File: src/hdl/tsr_regs.svh
// Offsets, field positions, reset values and load-divide codes of the sequencer register set.
// Included by the package and the register module; definitions only.
`ifndef TSR_REGS_SVH
`define TSR_REGS_SVH

`define TSR_PORT_INDEX       16'h03c4
`define TSR_PORT_DATA        16'h03c5
`define TSR_IDX_RESET_CTRL   3'h0
`define TSR_IDX_CLOCK_MODE   3'h1
`define TSR_IDX_PLANE_MASK   3'h2
`define TSR_IDX_FONT_SEL     3'h3
`define TSR_IDX_MEM_MODE     3'h4
`define TSR_IDX_RESERVED     3'h5
`define TSR_IDX_STATE_CTRL   3'h6
`define TSR_IDX_AUX_MODE     3'h7
`define TSR_INDEX_MASK       8'h07
`define TSR_RESET_CTRL_MASK  8'h03
`define TSR_CLOCK_MODE_MASK  8'h3d
`define TSR_PLANE_MASK_MASK  8'h0f
`define TSR_FONT_SEL_MASK    8'h3f
`define TSR_MEM_MODE_MASK    8'h0e
`define TSR_STATE_CTRL_MASK  8'h06
`define TSR_AUX_MODE_MASK    8'hfd
`define TSR_RST_ASYNC_BIT    0
`define TSR_RST_SYNC_BIT     1
`define TSR_MODE_STATE_BIT   0
`define TSR_MODE_LOAD2_BIT   2
`define TSR_MODE_DOT2_BIT    3
`define TSR_MODE_SHIFT4_BIT  4
`define TSR_MODE_SCROFF_BIT  5
`define TSR_FONT_A_B2        4
`define TSR_FONT_A_B1        1
`define TSR_FONT_A_B0        0
`define TSR_FONT_B_B2        5
`define TSR_FONT_B_B1        3
`define TSR_FONT_B_B0        2
`define TSR_RESET_VAL        8'h00
`define TSR_LOAD_DIV_FULL    2'h0
`define TSR_LOAD_DIV_HALF    2'h1
`define TSR_LOAD_DIV_QUARTER 2'h3

`endif

File: src/hdl/tsr_pkg.sv
// Types of the sequencer register set.
// Assumes tsr_regs.svh is on the include path.
`include "tsr_regs.svh"
package tsr_pkg;
   typedef enum logic [1:0] {
      TSR_HALTED  = 2'b01,
      TSR_RUNNING = 2'b10
   } tsr_run_state_t;
   typedef logic [7:0]  tsr_byte_t;
   typedef logic [15:0] tsr_font_offset_t;
endpackage

File: src/hdl/tsr_font_map.sv
// Maps a three-bit soft font choice to its byte offset in font memory.
// Purely combinational; the caller registers the result.
`timescale 1ns/1ps
`default_nettype none
module tsr_font_map
   import tsr_pkg::*;
(
   input  wire logic [2:0]       i_choice,
   output var tsr_font_offset_t  o_offset
);
   // The low two bits pick a 16K segment and the top bit adds 8K.
   always_comb begin
      o_offset = {i_choice[1:0], i_choice[2], 13'h0000};
   end
endmodule // tsr_font_map
`default_nettype wire

File: src/hdl/tsr_sequencer_regs.sv
// Indexed control registers of the timing sequencer, reached through the index
// and data I/O ports. Assumes a host I/O strobe bus synchronous to i_clock.
`timescale 1ns/1ps
`default_nettype none
`include "tsr_regs.svh"
module tsr_sequencer_regs
   import tsr_pkg::*;
(
   input  wire logic              i_clock,
   input  wire logic              i_reset_n,
   input  wire logic              i_clock_en,
   input  wire logic [15:0]       i_io_addr,
   input  wire logic              i_io_wr,
   input  wire logic              i_io_rd,
   input  wire logic [7:0]        i_io_wdata,
   input  wire logic              i_attr_font_b,
   input  wire logic              i_attribute_controller_font_override,
   input  wire logic [2:0]        i_alt_font_choice,
   output logic      [7:0]        o_io_rdata,
   output logic                   o_io_rd_hit,
   output logic                   o_seq_run,
   output logic                   o_screen_blank,
   output logic                   o_fast_cpu_access,
   output logic      [1:0]        o_load_divide,
   output logic                   o_dot_clock_half,
   output logic                   o_char_clock_8dot,
   output logic      [2:0]        o_dot_state_ext,
   output logic      [3:0]        o_plane_write_enable,
   output logic      [15:0]       o_font_offset,
   output logic      [7:0]        o_memory_mode,
   output logic      [7:0]        o_aux_mode
);
   tsr_byte_t        sequencer_index;
   tsr_byte_t        regs [8];
   tsr_run_state_t   run_state;
   tsr_byte_t        next_index;
   tsr_byte_t        next_regs [8];
   tsr_run_state_t   next_run_state;
   tsr_byte_t        next_rdata;
   logic             next_rd_hit;
   logic             index_hit;
   logic             data_hit;
   logic [2:0]       font_choice_a;
   logic [2:0]       font_choice_b;
   logic [2:0]       font_choice;
   tsr_font_offset_t font_offset;
   tsr_byte_t        wmask [8];
   logic             next_seq_run;
   logic             next_screen_blank;
   logic             next_fast_cpu_access;
   logic [1:0]       next_load_divide;
   logic             next_dot_clock_half;
   logic             next_char_clock_8dot;
   logic [2:0]       next_dot_state_ext;
   logic [3:0]       next_plane_write_enable;

   assign wmask[0] = `TSR_RESET_CTRL_MASK;
   assign wmask[1] = `TSR_CLOCK_MODE_MASK;
   assign wmask[2] = `TSR_PLANE_MASK_MASK;
   assign wmask[3] = `TSR_FONT_SEL_MASK;
   assign wmask[4] = `TSR_MEM_MODE_MASK;
   assign wmask[5] = `TSR_RESET_VAL;
   assign wmask[6] = `TSR_STATE_CTRL_MASK;
   assign wmask[7] = `TSR_AUX_MODE_MASK;

   // Address decoding of the two ports.
   always_comb begin
      index_hit = 1'b0;
      data_hit  = 1'b0;
      if (i_io_addr == `TSR_PORT_INDEX) begin
         index_hit = 1'b1;
      end else if (i_io_addr == `TSR_PORT_DATA) begin
         data_hit = 1'b1;
      end
   end

   // Register writes and read data.
   always_comb begin
      next_index  = sequencer_index;
      next_rdata  = `TSR_RESET_VAL;
      next_rd_hit = 1'b0;
      for (int k = 0; k < 8; k++) begin
         next_regs[k] = regs[k];
      end
      if (i_io_wr && index_hit) begin
         next_index = i_io_wdata & `TSR_INDEX_MASK;
      end else if (i_io_wr && data_hit) begin
         // Masking drops reserved bits, so index 5 never stores anything.
         next_regs[sequencer_index[2:0]] = i_io_wdata & wmask[sequencer_index[2:0]];
      end
      if (i_io_rd && index_hit) begin
         next_rdata  = sequencer_index;
         next_rd_hit = 1'b1;
      end else if (i_io_rd && data_hit) begin
         next_rdata  = regs[sequencer_index[2:0]];
         next_rd_hit = 1'b1;
      end
   end

   // Halting takes effect from the register value itself, so a write that clears
   // either bit stops the sequencer on the edge after the one that stores the write.
   always_comb begin
      case (run_state)
         TSR_HALTED: begin
            if (regs[0][`TSR_RST_ASYNC_BIT] && regs[0][`TSR_RST_SYNC_BIT]) begin
               next_run_state = TSR_RUNNING;
            end else begin
               next_run_state = TSR_HALTED;
            end
         end
         TSR_RUNNING: begin
            if (!(regs[0][`TSR_RST_ASYNC_BIT] && regs[0][`TSR_RST_SYNC_BIT])) begin
               next_run_state = TSR_HALTED;
            end else begin
               next_run_state = TSR_RUNNING;
            end
         end
         default: begin
            next_run_state = TSR_HALTED;
         end
      endcase
   end

   // Font choice: attribute bit 3 picks B, an override takes the outside choice.
   always_comb begin
      font_choice_a = {regs[3][`TSR_FONT_A_B2], regs[3][`TSR_FONT_A_B1],
                       regs[3][`TSR_FONT_A_B0]};
      font_choice_b = {regs[3][`TSR_FONT_B_B2], regs[3][`TSR_FONT_B_B1],
                       regs[3][`TSR_FONT_B_B0]};
      if (i_attribute_controller_font_override) begin
         font_choice = i_alt_font_choice;
      end else if (i_attr_font_b) begin
         font_choice = font_choice_b;
      end else begin
         font_choice = font_choice_a;
      end
   end

   // Derived controls follow the stored registers one edge later; the extra cycle keeps
   // every output a plain flip-flop with no decode logic behind the pin.
   always_comb begin
      next_seq_run            = (next_run_state == TSR_RUNNING);
      next_screen_blank       = regs[1][`TSR_MODE_SCROFF_BIT];
      next_fast_cpu_access    = regs[1][`TSR_MODE_SCROFF_BIT];
      // Quarter rate wins when both load-rate bits are set.
      if (regs[1][`TSR_MODE_SHIFT4_BIT]) begin
         next_load_divide = `TSR_LOAD_DIV_QUARTER;
      end else if (regs[1][`TSR_MODE_LOAD2_BIT]) begin
         next_load_divide = `TSR_LOAD_DIV_HALF;
      end else begin
         next_load_divide = `TSR_LOAD_DIV_FULL;
      end
      next_dot_clock_half     = regs[1][`TSR_MODE_DOT2_BIT];
      next_char_clock_8dot    = regs[1][`TSR_MODE_STATE_BIT];
      next_dot_state_ext      = {regs[6][2:1], regs[1][`TSR_MODE_STATE_BIT]};
      next_plane_write_enable = regs[2][3:0];
   end

   tsr_font_map u_font_map (
      .i_choice (font_choice),
      .o_offset (font_offset)
   );

   always_ff @(posedge i_clock) begin
      if (!i_reset_n) begin
         sequencer_index      <= `TSR_RESET_VAL;
         for (int k = 0; k < 8; k++) begin
            regs[k] <= `TSR_RESET_VAL;
         end
         run_state            <= TSR_HALTED;
         o_io_rdata           <= `TSR_RESET_VAL;
         o_io_rd_hit          <= 1'b0;
         o_seq_run            <= 1'b0;
         o_screen_blank       <= 1'b0;
         o_fast_cpu_access    <= 1'b0;
         o_load_divide        <= `TSR_LOAD_DIV_FULL;
         o_dot_clock_half     <= 1'b0;
         o_char_clock_8dot    <= 1'b0;
         o_dot_state_ext      <= 3'h0;
         o_plane_write_enable <= 4'h0;
         o_font_offset        <= 16'h0000;
         o_memory_mode        <= `TSR_RESET_VAL;
         o_aux_mode           <= `TSR_RESET_VAL;
      end else if (i_clock_en) begin
         sequencer_index      <= next_index;
         for (int k = 0; k < 8; k++) begin
            regs[k] <= next_regs[k];
         end
         run_state            <= next_run_state;
         o_io_rdata           <= next_rdata;
         o_io_rd_hit          <= next_rd_hit;
         o_seq_run            <= next_seq_run;
         o_screen_blank       <= next_screen_blank;
         o_fast_cpu_access    <= next_fast_cpu_access;
         o_load_divide        <= next_load_divide;
         o_dot_clock_half     <= next_dot_clock_half;
         o_char_clock_8dot    <= next_char_clock_8dot;
         o_dot_state_ext      <= next_dot_state_ext;
         o_plane_write_enable <= next_plane_write_enable;
         o_font_offset        <= font_offset;
         o_memory_mode        <= regs[4];
         o_aux_mode           <= regs[7];
      end
   end
endmodule // tsr_sequencer_regs
`default_nettype wire

File: config.mk
export PLATFORM = sky130hd
export DESIGN_NAME = tsr_sequencer_regs
export DESIGN_NICKNAME = d
export VERILOG_FILES = /design/src/hdl/tsr_pkg.sv /design/src/hdl/tsr_font_map.sv /design/src/hdl/tsr_sequencer_regs.sv
export VERILOG_INCLUDE_DIRS = /design/src /design/src/hdl
export SDC_FILE = /design/constraint.sdc
export NUM_CORES = 1
export LEC_CHECK = 0
export BUFFER_PORTS_ARGS = -buffer_cell sky130_fd_sc_hd__buf_2
export CORE_MARGIN = 4
export CORE_UTILIZATION = 40
export CTS_CLUSTER_SIZE = 25
export DETAILED_ROUTE_END_ITERATION = 10
export SYNTH_ARGS = -nofsm -noshare
export SYNTH_HDL_FRONTEND = slang
export SYNTH_HIERARCHICAL = 1
export SYNTH_SLANG_ARGS = --single-unit
File: constraint.sdc
create_clock -name i_clock -period 7.2 [get_ports i_clock]
set_input_delay 0.72 -clock i_clock [delete_from_list [all_inputs] [get_ports i_clock]]
set_output_delay 0.72 -clock i_clock [all_outputs]
set_load 0.05 [all_outputs]
# --- Word-level counts from Yosys, hierarchy flattened ---
# Memory sizes are Yosys's and may differ from the RTL's. A register that Yosys moved wholly into a read port is not among the register bits.
# Cells that the tools add are included.
op_classes:
  magnitude_cmp: 2
  eq_ne: 5
  mux: 34
  n_bitwise: 10
  reduce_logical: 8
ops:
  columns: ["op", "n"]
  rows:
  - ["$mux W64", 2]
  - ["$mux W8", 13]
  - ["$bwmux W64", 1]
  - ["$eq A16 B10 Y1 const B", 2]
  - ["$demux W8 S3", 1]
  - ["$mux W3", 4]
  - ["$mux W1", 10]
  - ["$and A8 B8 Y8", 1]
  - ["$or A1 B1 Y1", 8]
  - ["$logic_and A1 B1 Y1", 6]
  - ["$mux W2", 3]
  - ["$eq A2 B2 Y1 const B", 2]
  - ["$ge A4 B4 Y1 const B", 1]
  - ["$lt A4 B1 Y1 const B", 1]
  - ["$not A3 Y4", 1]
  - ["$eq A2 B1 Y1 const B", 1]
  - ["$reduce_and A2 Y1", 1]
  - ["$reduce_or A2 Y1", 1]
word_totals:
  regBits: 46
  ram_bits: 64
  mem_bits_ro: 64
  out_inout_bits: 55
  mem_count: 2
memory_table:
  columns: ["name", "words", "word_bits", "read_ports", "rd_ports_with_merged_regs", "write_ports", "line_no", "rtl"]
  rows:
  - ["(no name shown)", 8, 8, 1, 0, 0, "tsr_sequencer_regs.sv:89", "next_regs[sequencer_index[2:0]] = i_io_wdata & wmask[sequencer_index[2:0]];"]
  - ["regs", 8, 8, 9, 1, 8, "tsr_sequencer_regs.sv:34", "tsr_byte_t regs [8];"]

# --- Depth between registers and ports, before layout ---
# Gate-level depths: netlist (run 1).
depth:
  ltp_word: 9
  depth_mapped: 8
  mapped_depth_nobuf: 6

# --- By module ---
# Netlist (run 1), hierarchy kept.
by_module_without_submodules:
  columns: ["mod", "n_inst", "cells_each", "area_each_um2", "seq_area_each_um2"]
  rows:
  - ["tsr_sequencer_regs", 1, 532, 5677.9, 3123.0]
  - ["tsr_font_map", 1, 17, 123.9, 0.0]

# --- Worst setup path before layout (run 1) ---
# OpenSTA, ideal clock, no wires.
synth_timing:
  path_type: "input-to-reg"
  from: "input port i_io_addr[1]"
  to: "memory regs[0][0] (netlist name) (enable)"
  setup_time_ns: 0.520
  arrival_ns: 5.224
  required_ns: 6.680
  slack_ns: 1.456
  stages: 3
  path_buffers: 0
  path_cell_list: "or4b_4 or4_4 o21ai_0"
synth_lines:
  columns: ["element", "line_no", "rtl"]
  rows:
  - ["start, declared", "tsr_sequencer_regs.sv:12", "input wire logic [15:0] i_io_addr,"]
  - ["end, declared", "tsr_sequencer_regs.sv:34", null]

==> results.tsv, run 1 <==
metric	value	unit
clock.fmax	359	MHz
end_kind	flip-flop	
netlist_instances	549	
hpwl	10200	um
fp.dieArea	16500	um2
finalSetupViolations	0	
die_h	128	um
skew	8.43	ps
hold_viol	0	
initial_utilization	0.413	
first_pass_iters	4	
critPathBufInv	1	
drtIter0Drc	356	
maxCapViolations	0	
drt_wl_total	15000	um
tightest_slew	1080	ps
final_layout_size_suffix_gt1_frac	0.228	
grt_overflow	0	
cts_hold_buf	0	
final_cell_mix	95 x nand2_1, 88 x buf_2, 64 x edfxtp_1	
peakVddDrop	145	uV
setup_ws	4420	ps
multi_input_area	2450	um2
startpoint_type	flip-flop	
slew_violations	0	
fill_cells	1304	
grtUsageTotal	0.186	
numCtsBuffers	17	
power_density	259	nW/um2
path_cells	inv_1 -> ha_1 -> or2_2 -> a21boi_1 -> nand2_1 -> a21oi_1	
row_count	43	
p_leak	2.87	nW
routedWlPerCell	18.4	um
ant_nets	0	
crit_path_top_delay_cell	dfxtp_1	
ioPinCount	89	
cts_max_path_buffers	2	
postCtsSetupBuffers	0	
gp_congestion	0.872	
ff_latch_area	3120	um2
critical_path.top_delay_family	compound AO/OA/AOI/OAI gates	
htreeDepth	4	
cp_max_fo	18	
final_common_cell	nand2_1	
core-area	14000	um2
ys_ff_latch	124	
clkTransAtPathRegs	50	ps
min_path_type	reg -> reg	
rsz0062_at_grt	false	
drc_errors	0	
cts_resized	0	
vias	4333	
area_delta_synth_final	18.4	%
grt_pass1_vias	4212	
cts_tree	done	
period_minus_slack	2780	ps
rrSetupSlack	4420	ps
slew_headroom	0.278	
synth_area	5800	um2
pre_cts_ws	4000	ps
crit_arrival	3050	ps
fin_setup_tns	0	ps
clock_sinks	124	
yosysSeqAreaShare	0.538	
die_w	128	um
diodes	0	
clockRootBuffer	clkbuf_16	
port_buffers	88	
clk_latency	420	ps
viasPerCell	5.32	
antenna_found_initial	0	
critPathMaxStageDelay	780	ps
synth_area_per_cell	10.6	um2
cp.required	7460	ps
final_nets	661	
status	completed	
synth.distinct_cells	38	
grt_max_degree	53	
grt_pass1_wl	23400	um
synth_warnings	6	
finalCritPeriodShare	0.387	
crit_type	reg -> reg	
[worst reg2reg max path, cell delays in order (launching register included)]
cell and delay [ps]:
dfxtp_1 780, inv_1 290, ha_1 280, or2_2 270, a21boi_1 730, nand2_1 130, a21oi_1 160
[through the flow]
step                      hold slack [ps]  instance area [um2]  cells   util  power [mW]
after floorplan                       495                 5850    561      -       0.923
after global placement                439                 6290    783  0.448       0.962
after detailed placement              441                 6290    783  0.448       0.966
after CTS                             448                 6870    815  0.489        1.79
after global routing                  477                 6870    815  0.489        1.84
final                                 446                 6870    815  0.489        1.78
[cell usage after synthesis, drive strengths merged]
cell / number / area, um2
mux4: 16 / 360
or4b: 1 / 13.8
and4bb: 1 / 12.5
conb: 1 / 3.75
or3: 2 / 12.5
nand4b: 1 / 8.76
and2: 6 / 37.5
mux2i: 63 / 631
ha: 5 / 62.6
nor2: 61 / 229
or4: 2 / 18.8
or2: 2 / 12.5
a32oi: 3 / 26.3
buf: 32 / 200
edfxtp: 64 / 1920
nand4bb: 1 / 11.3
inv: 4 / 15.0
nand2: 95 / 357
a22o: 1 / 8.76
nor3b: 2 / 15.0
nand3: 9 / 45.0
o21ai: 26 / 130
nand2b: 3 / 18.8
clkbuf: 19 / 71.3
a21oi: 48 / 240
a21boi: 4 / 30.0
dfxtp: 60 / 1200
and3: 11 / 68.8
nor4: 2 / 12.5
nor2b: 1 / 6.26
nor3: 3 / 20.0
[final cells by class]
class	instances	share of cell area
flip-flops and latches	124	0.455
multi-input cells	382	0.357
clock buffers	25	0.0753
repair buffers	93	0.0696
well taps	180	0.0328
clock inverters	7	0.00875
inverters	4	0.00219
[cells by family after synthesis]
group / Yosys count / synth area share
buffers and inverters: 55 / 0.0494
other: 1 / 0.000646
AND/OR/NAND/NOR: 203 / 0.155
flip-flops: 124 / 0.538
adder cells (fa/ha/maj): 5 / 0.0108
multiplexers: 79 / 0.171
AO/OA/AOI/OAI: 82 / 0.0750
[registers in the layout, summed over array words and instances (netlist names), 2 cells and up, named ones only]
| name | flops |
|---|---|
| regs | 64 |
| o_memory_mode | 8 |
| o_dot_state_ext | 3 |
| o_font_offset | 16 |
| o_aux_mode | 8 |
| o_io_rdata | 8 |
| o_plane_write_enable | 4 |
| o_load_divide | 2 |
| sequencer_index | 3 |
[worst paths after layout]
path | cells past startpoint | startpoint | to
setup / recovery | 6 | sequencer_index[1] | regs[7][1]
hold / removal | 2 | o_io_rdata[4] | o_io_rdata[4]
setup reg to reg | 6 | sequencer_index[1] | regs[7][1]
hold reg to reg | 2 | o_io_rdata[4] | o_io_rdata[4]
[where the power goes]
part	internal, mW	switching [mW]	total [mW]
Sequential	0.777	0.0211	0.798
Combinational	0.0465	0.106	0.152
Clock	0.528	0.297	0.825
Total	1.35	0.424	1.78
[per-layer routing]
| metal | wire (um) | GRT usage |
|---|---|---|
| met1 | 6480 | 0.250 |
| met2 | 7000 | 0.286 |
| met3 | 1260 | 0.0589 |
| met4 | 237 | 0.0655 |
| met5 | 0 | 0 |
(Power assumes the default switching activity.)
==> run 2: changes to the inputs <==
--- a/config.mk
+++ b/config.mk
@@ -6,6 +6,7 @@
 export SDC_FILE = /design/constraint.sdc
 export NUM_CORES = 1
 export LEC_CHECK = 0
+export ABC_AREA = 1
 export BUFFER_PORTS_ARGS = -buffer_cell sky130_fd_sc_hd__buf_2
 export CORE_MARGIN = 4
 export CORE_UTILIZATION = 40
==> constraint.sdc (replaced) <==
create_clock -name i_clock -period 2.8 [get_ports i_clock]
set_input_delay 0.28 -clock i_clock [delete_from_list [all_inputs] [get_ports i_clock]]
set_output_delay 0.28 -clock i_clock [all_outputs]
set_load 0.05 [all_outputs]
==> run 2 against run 1 <==
Effect of this change: sequential cell count did not move; via count rose by 12%; die area shrank 0.40%; combinational power grew to 2.6 times the previous value; clock skew increased by 9.5 ps; non-clock buffer count grew 5; critical path depth fell by 1; largest cell class unchanged.
==> results.tsv, run 2 <==
metric	value	unit	change
status	completed		unchanged
grt_max_degree	49		was 53
min_path_type	in -> reg		was reg -> reg
power.internal	3.42	mW	was 1.35 mW
cp.required	2950	ps	was 7460 ps
final_layout_size_suffix_gt1_frac	0.192		was 0.228
die_h	128	um	about the same
switching_share	0.259		was 0.239
first_pass_iters	5		was 4
synth_area	5780	um2	was 5800 um2
hpwl	10700	um	was 10200 um
netlist_instances	682		was 549
utilization	0.493		was 0.489
area_delta_synth_final	19.4	%	was 18.4%
grt_overflow	0		unchanged
cts_max_path_buffers	2		unchanged
antenna_found_initial	0		unchanged
cp_max_fo	9		was 18
synth_common_cells	171 x nand2_1, 64 x edfxtp_1, 60 x dfxtp_1		was 95 x nand2_1, 64 x edfxtp_1, 63 x mux2i_1
maxCapViolations	0		unchanged
cts_resized	0		unchanged
yosys-top-cells-area	edfxtp_1 33%, dfxtp_1 21%, nand2_1 11%		was edfxtp_1 33%, dfxtp_1 21%, mux2i_1 11%
synth_edf_count	64		unchanged
finalCritPeriodShare	0.675		was 0.387
grt_pass1_wl	24900	um	was 23400 um
power_density	668	nW/um2	was 259 nW/um2
synth.most_common_cell	nand2_1		unchanged
core-area	14000	um2	about the same
switchingPower	1.19	mW	was 0.424 mW
async_flop_share	0		unchanged
combPwrFrac	0.086		about the same
tightest_slew	967	ps	was 1080 ps
hold_viol	0		unchanged
grtUsageTotal	0.196		was 0.186
dp_cells	919		was 783
viasPerCell	5.12		was 5.32
top_regs	regs (64), o_font_offset (16)		unchanged
p_leak	3.08	nW	was 2.87 nW
diodes	0		unchanged
synth_area_per_cell	8.47	um2	was 10.6 um2
clock_sinks	124		unchanged
rrSetupSlack	910	ps	was 4420 ps
synth_warnings	6		unchanged
die_w	128	um	about the same
port_buffers	88		unchanged
clkTransAtPathRegs	60	ps	was 50 ps
fin_cells	951		was 815
final_nets	797		was 661
ioPinCount	89		unchanged
ys_ff_latch	124		unchanged
seq_power_share	0.444		was 0.450
synthFlopType	edfxtp_1		unchanged
routedWlPerCell	16.3	um	was 18.4 um
p_clk_frac	0.471		was 0.465
slew_violations	0		unchanged
cts_hold_buf	0		unchanged
final_cell_mix	170 x nand2_1, 88 x buf_2, 64 x edfxtp_1		was 95 x nand2_1, 88 x buf_2, 64 x edfxtp_1
crit_type	reg -> reg		unchanged
top_register	regs		unchanged
clockRootBuffer	clkbuf_16		unchanged
vias	4868		was 4333
drtIter0Drc	388		was 356
row_count	43		unchanged
cts_tree	done		unchanged
htreeDepth	4		unchanged
postCtsSetupBuffers	0		unchanged
synth.distinct_cells	27		was 38
clk_latency	430	ps	was 420 ps
skew	17.9	ps	was 8.43 ps
numCtsBuffers	17		unchanged
final_common_cell	nand2_1		unchanged
slew_headroom	0.353		was 0.278
drt_wl_total	15500	um	was 15000 um
period_minus_slack	1890	ps	was 2780 ps
startpoint_type	flip-flop		unchanged
ant_nets	0		unchanged
grt_pass1_vias	4737		was 4212
gp_congestion	0.846		was 0.872
pre_cts_ws	901	ps	was 4000 ps
largest_reg_flops	64		unchanged
drc_errors	0		unchanged
yosysSeqAreaShare	0.541		was 0.538
end_kind	flip-flop		unchanged
fp.dieArea	16400	um2	was 16500 um2
netlist.area_leader.share	0.333		was 0.331
rsz0062_at_grt	false		unchanged
yosys.area.top_type	edfxtp_1		unchanged
initial_utilization	0.413		about the same
peakVddDrop	406	uV	was 145 uV
finalSetupViolations	0		unchanged
setup_ws	911	ps	was 4420 ps
fin_setup_tns	0	ps	unchanged
clock.fmax	529	MHz	was 359 MHz
crit_arrival	2040	ps	was 3050 ps
run 2: cell count changes after synthesis, sizes merged, moves of 6 or more:
cell and delta:
nand2 +77, mux2i -63, o21ai +60, inv +54, nand3 +35, a22o +23, buf +17, mux4 -16
clkbuf -15, and3 -11, nor2 -8, and2 -6
run 2: final timing paths:
| path | startpoint | endpoint | depth (start not counted) |
|---|---|---|---|
| setup / recovery | sequencer_index[1] | regs[0][1] | 5 |
| hold / removal | i_io_wdata[1] | flip-flop | 3 |
| setup reg to reg | sequencer_index[1] | regs[0][1] | 5 |
| hold reg to reg | o_memory_mode[2] | o_memory_mode[2] | 2 |
run 2: metrics by stage:
step                power, mW  instance area, um2  hold slack, ps
global route             4.78                6900             186
floorplan                2.37                5820             418
detailed placement       2.48                6300             442
CTS                      4.66                6900             152
finish                   4.61                6900             164
global placement         2.47                6300             438
run 2: logic make-up (layout without fill, tap and decap cells):
logic type | Yosys count | in the layout | synth area share
adders and majority gates | 5 | 5 | 0.0108
DFF | 124 | 124 | 0.541
other | 1 | 13 | 0.000649
buffers and inverters | 111 | 188 | 0.0912
and+or+nand+nor | 272 | 272 | 0.190
AOI/OAI and AO/OA | 168 | 168 | 0.165
xor gates and xnor gates | 1 | 1 | 0.00152
run 2: metal layers:
metal	wire length [um]	track usage
met5	0	0
met4	148	0.0680
met1	7050	0.261
met2	7140	0.314
met3	1120	0.0454
run 2: layout make-up:
cell class	count	area (um2)
Clock inverter	12	97.6
Tap cell	180	225
Fill cell	1329	7090
Timing Repair Buffer	98	553
Sequential cell	124	3120
Multi-Input combinational cell	459	2180
Clock buffer	20	500
Inverter	58	220
run 2: worst max-delay path, stage by stage (launching register included):
cell	delay (ps)
dfxtp_1	490
inv_2	170
ha_1	230
o31ai_2	450
buf_4	210
a21oi_1	50
run 2: power by group through the flow:
stage	Sequential [mW]	Combinational, mW	Clock (mW)
finish	2.05	0.395	2.17
detailed placement	2.08	0.397	0
CTS	2.05	0.398	2.21
global route	2.06	0.432	2.30
global placement	2.08	0.390	0
floorplan	2.19	0.176	0
==> run 3: changes to the inputs <==
==> constraint.sdc (replaced) <==
create_clock -name i_clock -period 1.86 [get_ports i_clock]
set_input_delay 0.186 -clock i_clock [delete_from_list [all_inputs] [get_ports i_clock]]
set_output_delay 0.186 -clock i_clock [all_outputs]
set_load 0.05 [all_outputs]
==> run 3 against run 2 <==
Effect of this change: die area unchanged; sequential cell count unchanged; count of clock-buffer cells in the layout increased by 5; first-iteration DRC count decreased by 7.7%; cell area increased by 0.56%; combinational power increased by 51%; worst hold slack got worse by 95 ps; routed wire length decreased by 2.4%; via count decreased by 0.78%; clock skew decreased by 9.5 ps; utilization increased by 0.28 points; critical endpoint is now regs[3][1]; largest cell class unchanged.
==> results.tsv, run 3 (synthesis results as in run 2) <==
metric	value	unit	change
tightest_slew	574	ps	was 967 ps
die_h	128	um	unchanged
vias	4830		was 4868
min_path_type	in -> reg		unchanged
timing.rr.start	sequencer_index[1]		unchanged
grt_pass1_vias	4618		was 4737
crit_path_top_delay_cell	dfxtp_1		unchanged
slew_violations	0		unchanged
final_common_cell	nand2_1		unchanged
clock.fmax	603	MHz	was 529 MHz
cts_max_path_buffers	2		unchanged
diodes	0		unchanged
final_nets	800		was 797
largest_reg_flops	64		unchanged
final_cell_mix	170 x nand2_1, 88 x buf_2, 64 x edfxtp_1		unchanged
finalSetupViolations	0		unchanged
finalCritPeriodShare	0.891		was 0.675
ant_nets	0		unchanged
hpwl	10300	um	was 10700 um
path_cells	inv_2 -> ha_1 -> a21boi_0 -> o31ai_2 -> buf_4 -> a21oi_1		was inv_2 -> ha_1 -> o31ai_2 -> buf_4 -> a21oi_1
cts_tree	done		unchanged
fin_cells	954		was 951
fill_cells	1354		was 1329
drc_errors	0		unchanged
clk_latency	430	ps	about the same
pre_cts_ws	146	ps	was 901 ps
antenna_found_initial	0		unchanged
clockRootBuffer	clkbuf_16		unchanged
utilization	0.496		was 0.493
initial_utilization	0.413		unchanged
htreeDepth	4		unchanged
routedWlPerCell	15.8	um	was 16.3 um
ff_latch_area	3120	um2	unchanged
top_register	regs		unchanged
end_kind	flip-flop		unchanged
setup_ws	202	ps	was 911 ps
slew_headroom	0.617		was 0.353
fp.dieArea	16400	um2	unchanged
status	completed		unchanged
clkTransAtPathRegs	50	ps	was 60 ps
hold_depth	2		was 3
top_regs	regs (64), o_font_offset (16)		unchanged
worstHoldStart	i_reset_n		was i_io_wdata[1]
dp_cells	922		was 919
numCtsBuffers	17		unchanged
startpoint_type	flip-flop		unchanged
viasPerCell	5.06		was 5.12
crit_type	reg -> reg		unchanged
critPathBufInv	2		unchanged
core-area	14000	um2	unchanged
r2r_end	regs[3][1]		was regs[0][1]
clock_sinks	124		unchanged
multi_input_area	2180	um2	about the same
skew	8.41	ps	was 17.9 ps
cp.depth	6		was 5
rsz0062_at_grt	false		unchanged
crit_arrival	1930	ps	was 2040 ps
cp.required	2140	ps	was 2950 ps
power_density	1010	nW/um2	was 668 nW/um2
p_leak	3.11	nW	was 3.08 nW
ioPinCount	89		unchanged
grt_pass1_wl	24300	um	was 24900 um
grt_overflow	0		unchanged
critPathMaxStageDelay	490	ps	about the same
rrSetupSlack	200	ps	was 910 ps
final_layout_size_suffix_gt1_frac	0.196		was 0.192
first_pass_iters	9		was 5
critical_path.top_delay_family	flip-flops		was compound AO/OA/AOI/OAI gates
area_delta_synth_final	20.1	%	was 19.4%
port_buffers	88		unchanged
grtUsageTotal	0.192		was 0.196
die_w	128	um	unchanged
period_minus_slack	1660	ps	was 1890 ps
fin_setup_tns	0	ps	unchanged
drt_wl_total	15100	um	was 15500 um
cp_max_fo	9		unchanged
gp_congestion	0.837		was 0.846
hold_end	run_state[0]		
cts_hold_buf	0		unchanged
reg2reg_depth	6		was 5
drtIter0Drc	358		was 388
row_count	43		unchanged
hold_viol	0		unchanged
peakVddDrop	692	uV	was 406 uV
grt_max_degree	74		was 49
maxCapViolations	0		unchanged
-- run 3: cell count changes in the layout (fill, tap and decap cells not counted), moves of 2 or more --
cell,change
inv_6,-3
clkinv_2,+2
clkinv_4,-4
clkbuf_8,+4
buf_4,+4
-- run 3: repair_timing --
action | 4_1_cts | 5_1_grt
buffers inserted | 0 | 0
resized for setup | 0 | 1
setup endpoints to repair | 0 | 3
-- run 3: worst reg2reg max path, stage by stage, from the launching register on --
cell	delay, ps
dfxtp_1	490
inv_2	160
ha_1	220
a21boi_0	230
o31ai_2	100
buf_4	180
a21oi_1	130
-- run 3: worst max path at each step --
stage | startpoint | to | slack [ps]
after floorplan | i_io_addr[15] | regs[0][0] | 200
after global placement | sequencer_index[1] | regs[6][3] | 230
after detailed placement | sequencer_index[1] | regs[6][3] | 150
after CTS | sequencer_index[1] | regs[6][3] | 140
after global routing | sequencer_index[1] | regs[3][1] | 40
final | sequencer_index[1] | regs[3][1] | 200
-- run 3: final cells by class --
class / instances / area share
sequential: 124 / 0.450
multi-input combinational: 459 / 0.315
clock buffer: 25 / 0.0837
timing repair buffer: 101 / 0.0812
tap: 180 / 0.0325
inverter: 58 / 0.0317
clock inverter: 7 / 0.00595
-- run 3: layer usage --
layer	vias up	GRT usage	wire, um
met5	-	0	0
met4	0	0.0649	272
met3	22	0.0533	1180
met2	168	0.287	6620
met1	2216	0.268	7030
li1	2424	-	-
-- run 3: power by group --
group / switching (mW) / leakage [nW] / internal [mW]
clock: 1.20 / 0.316 / 2.16
sequential: 0.0711 / 1.15 / 3.01
combinational: 0.428 / 1.64 / 0.168
-- run 3: per-stage QoR --
stage / power, mW / area, um2 / hold WS (ps)
6_report: 7.04 / 6940 / 69.3
3_3_place_gp: 3.72 / 6310 / 438
5_1_grt: 7.28 / 6940 / 76.5
4_1_cts: 7.10 / 6930 / 45.9
2_1_floorplan: 3.56 / 5820 / 324
3_5_place_dp: 3.73 / 6310 / 440
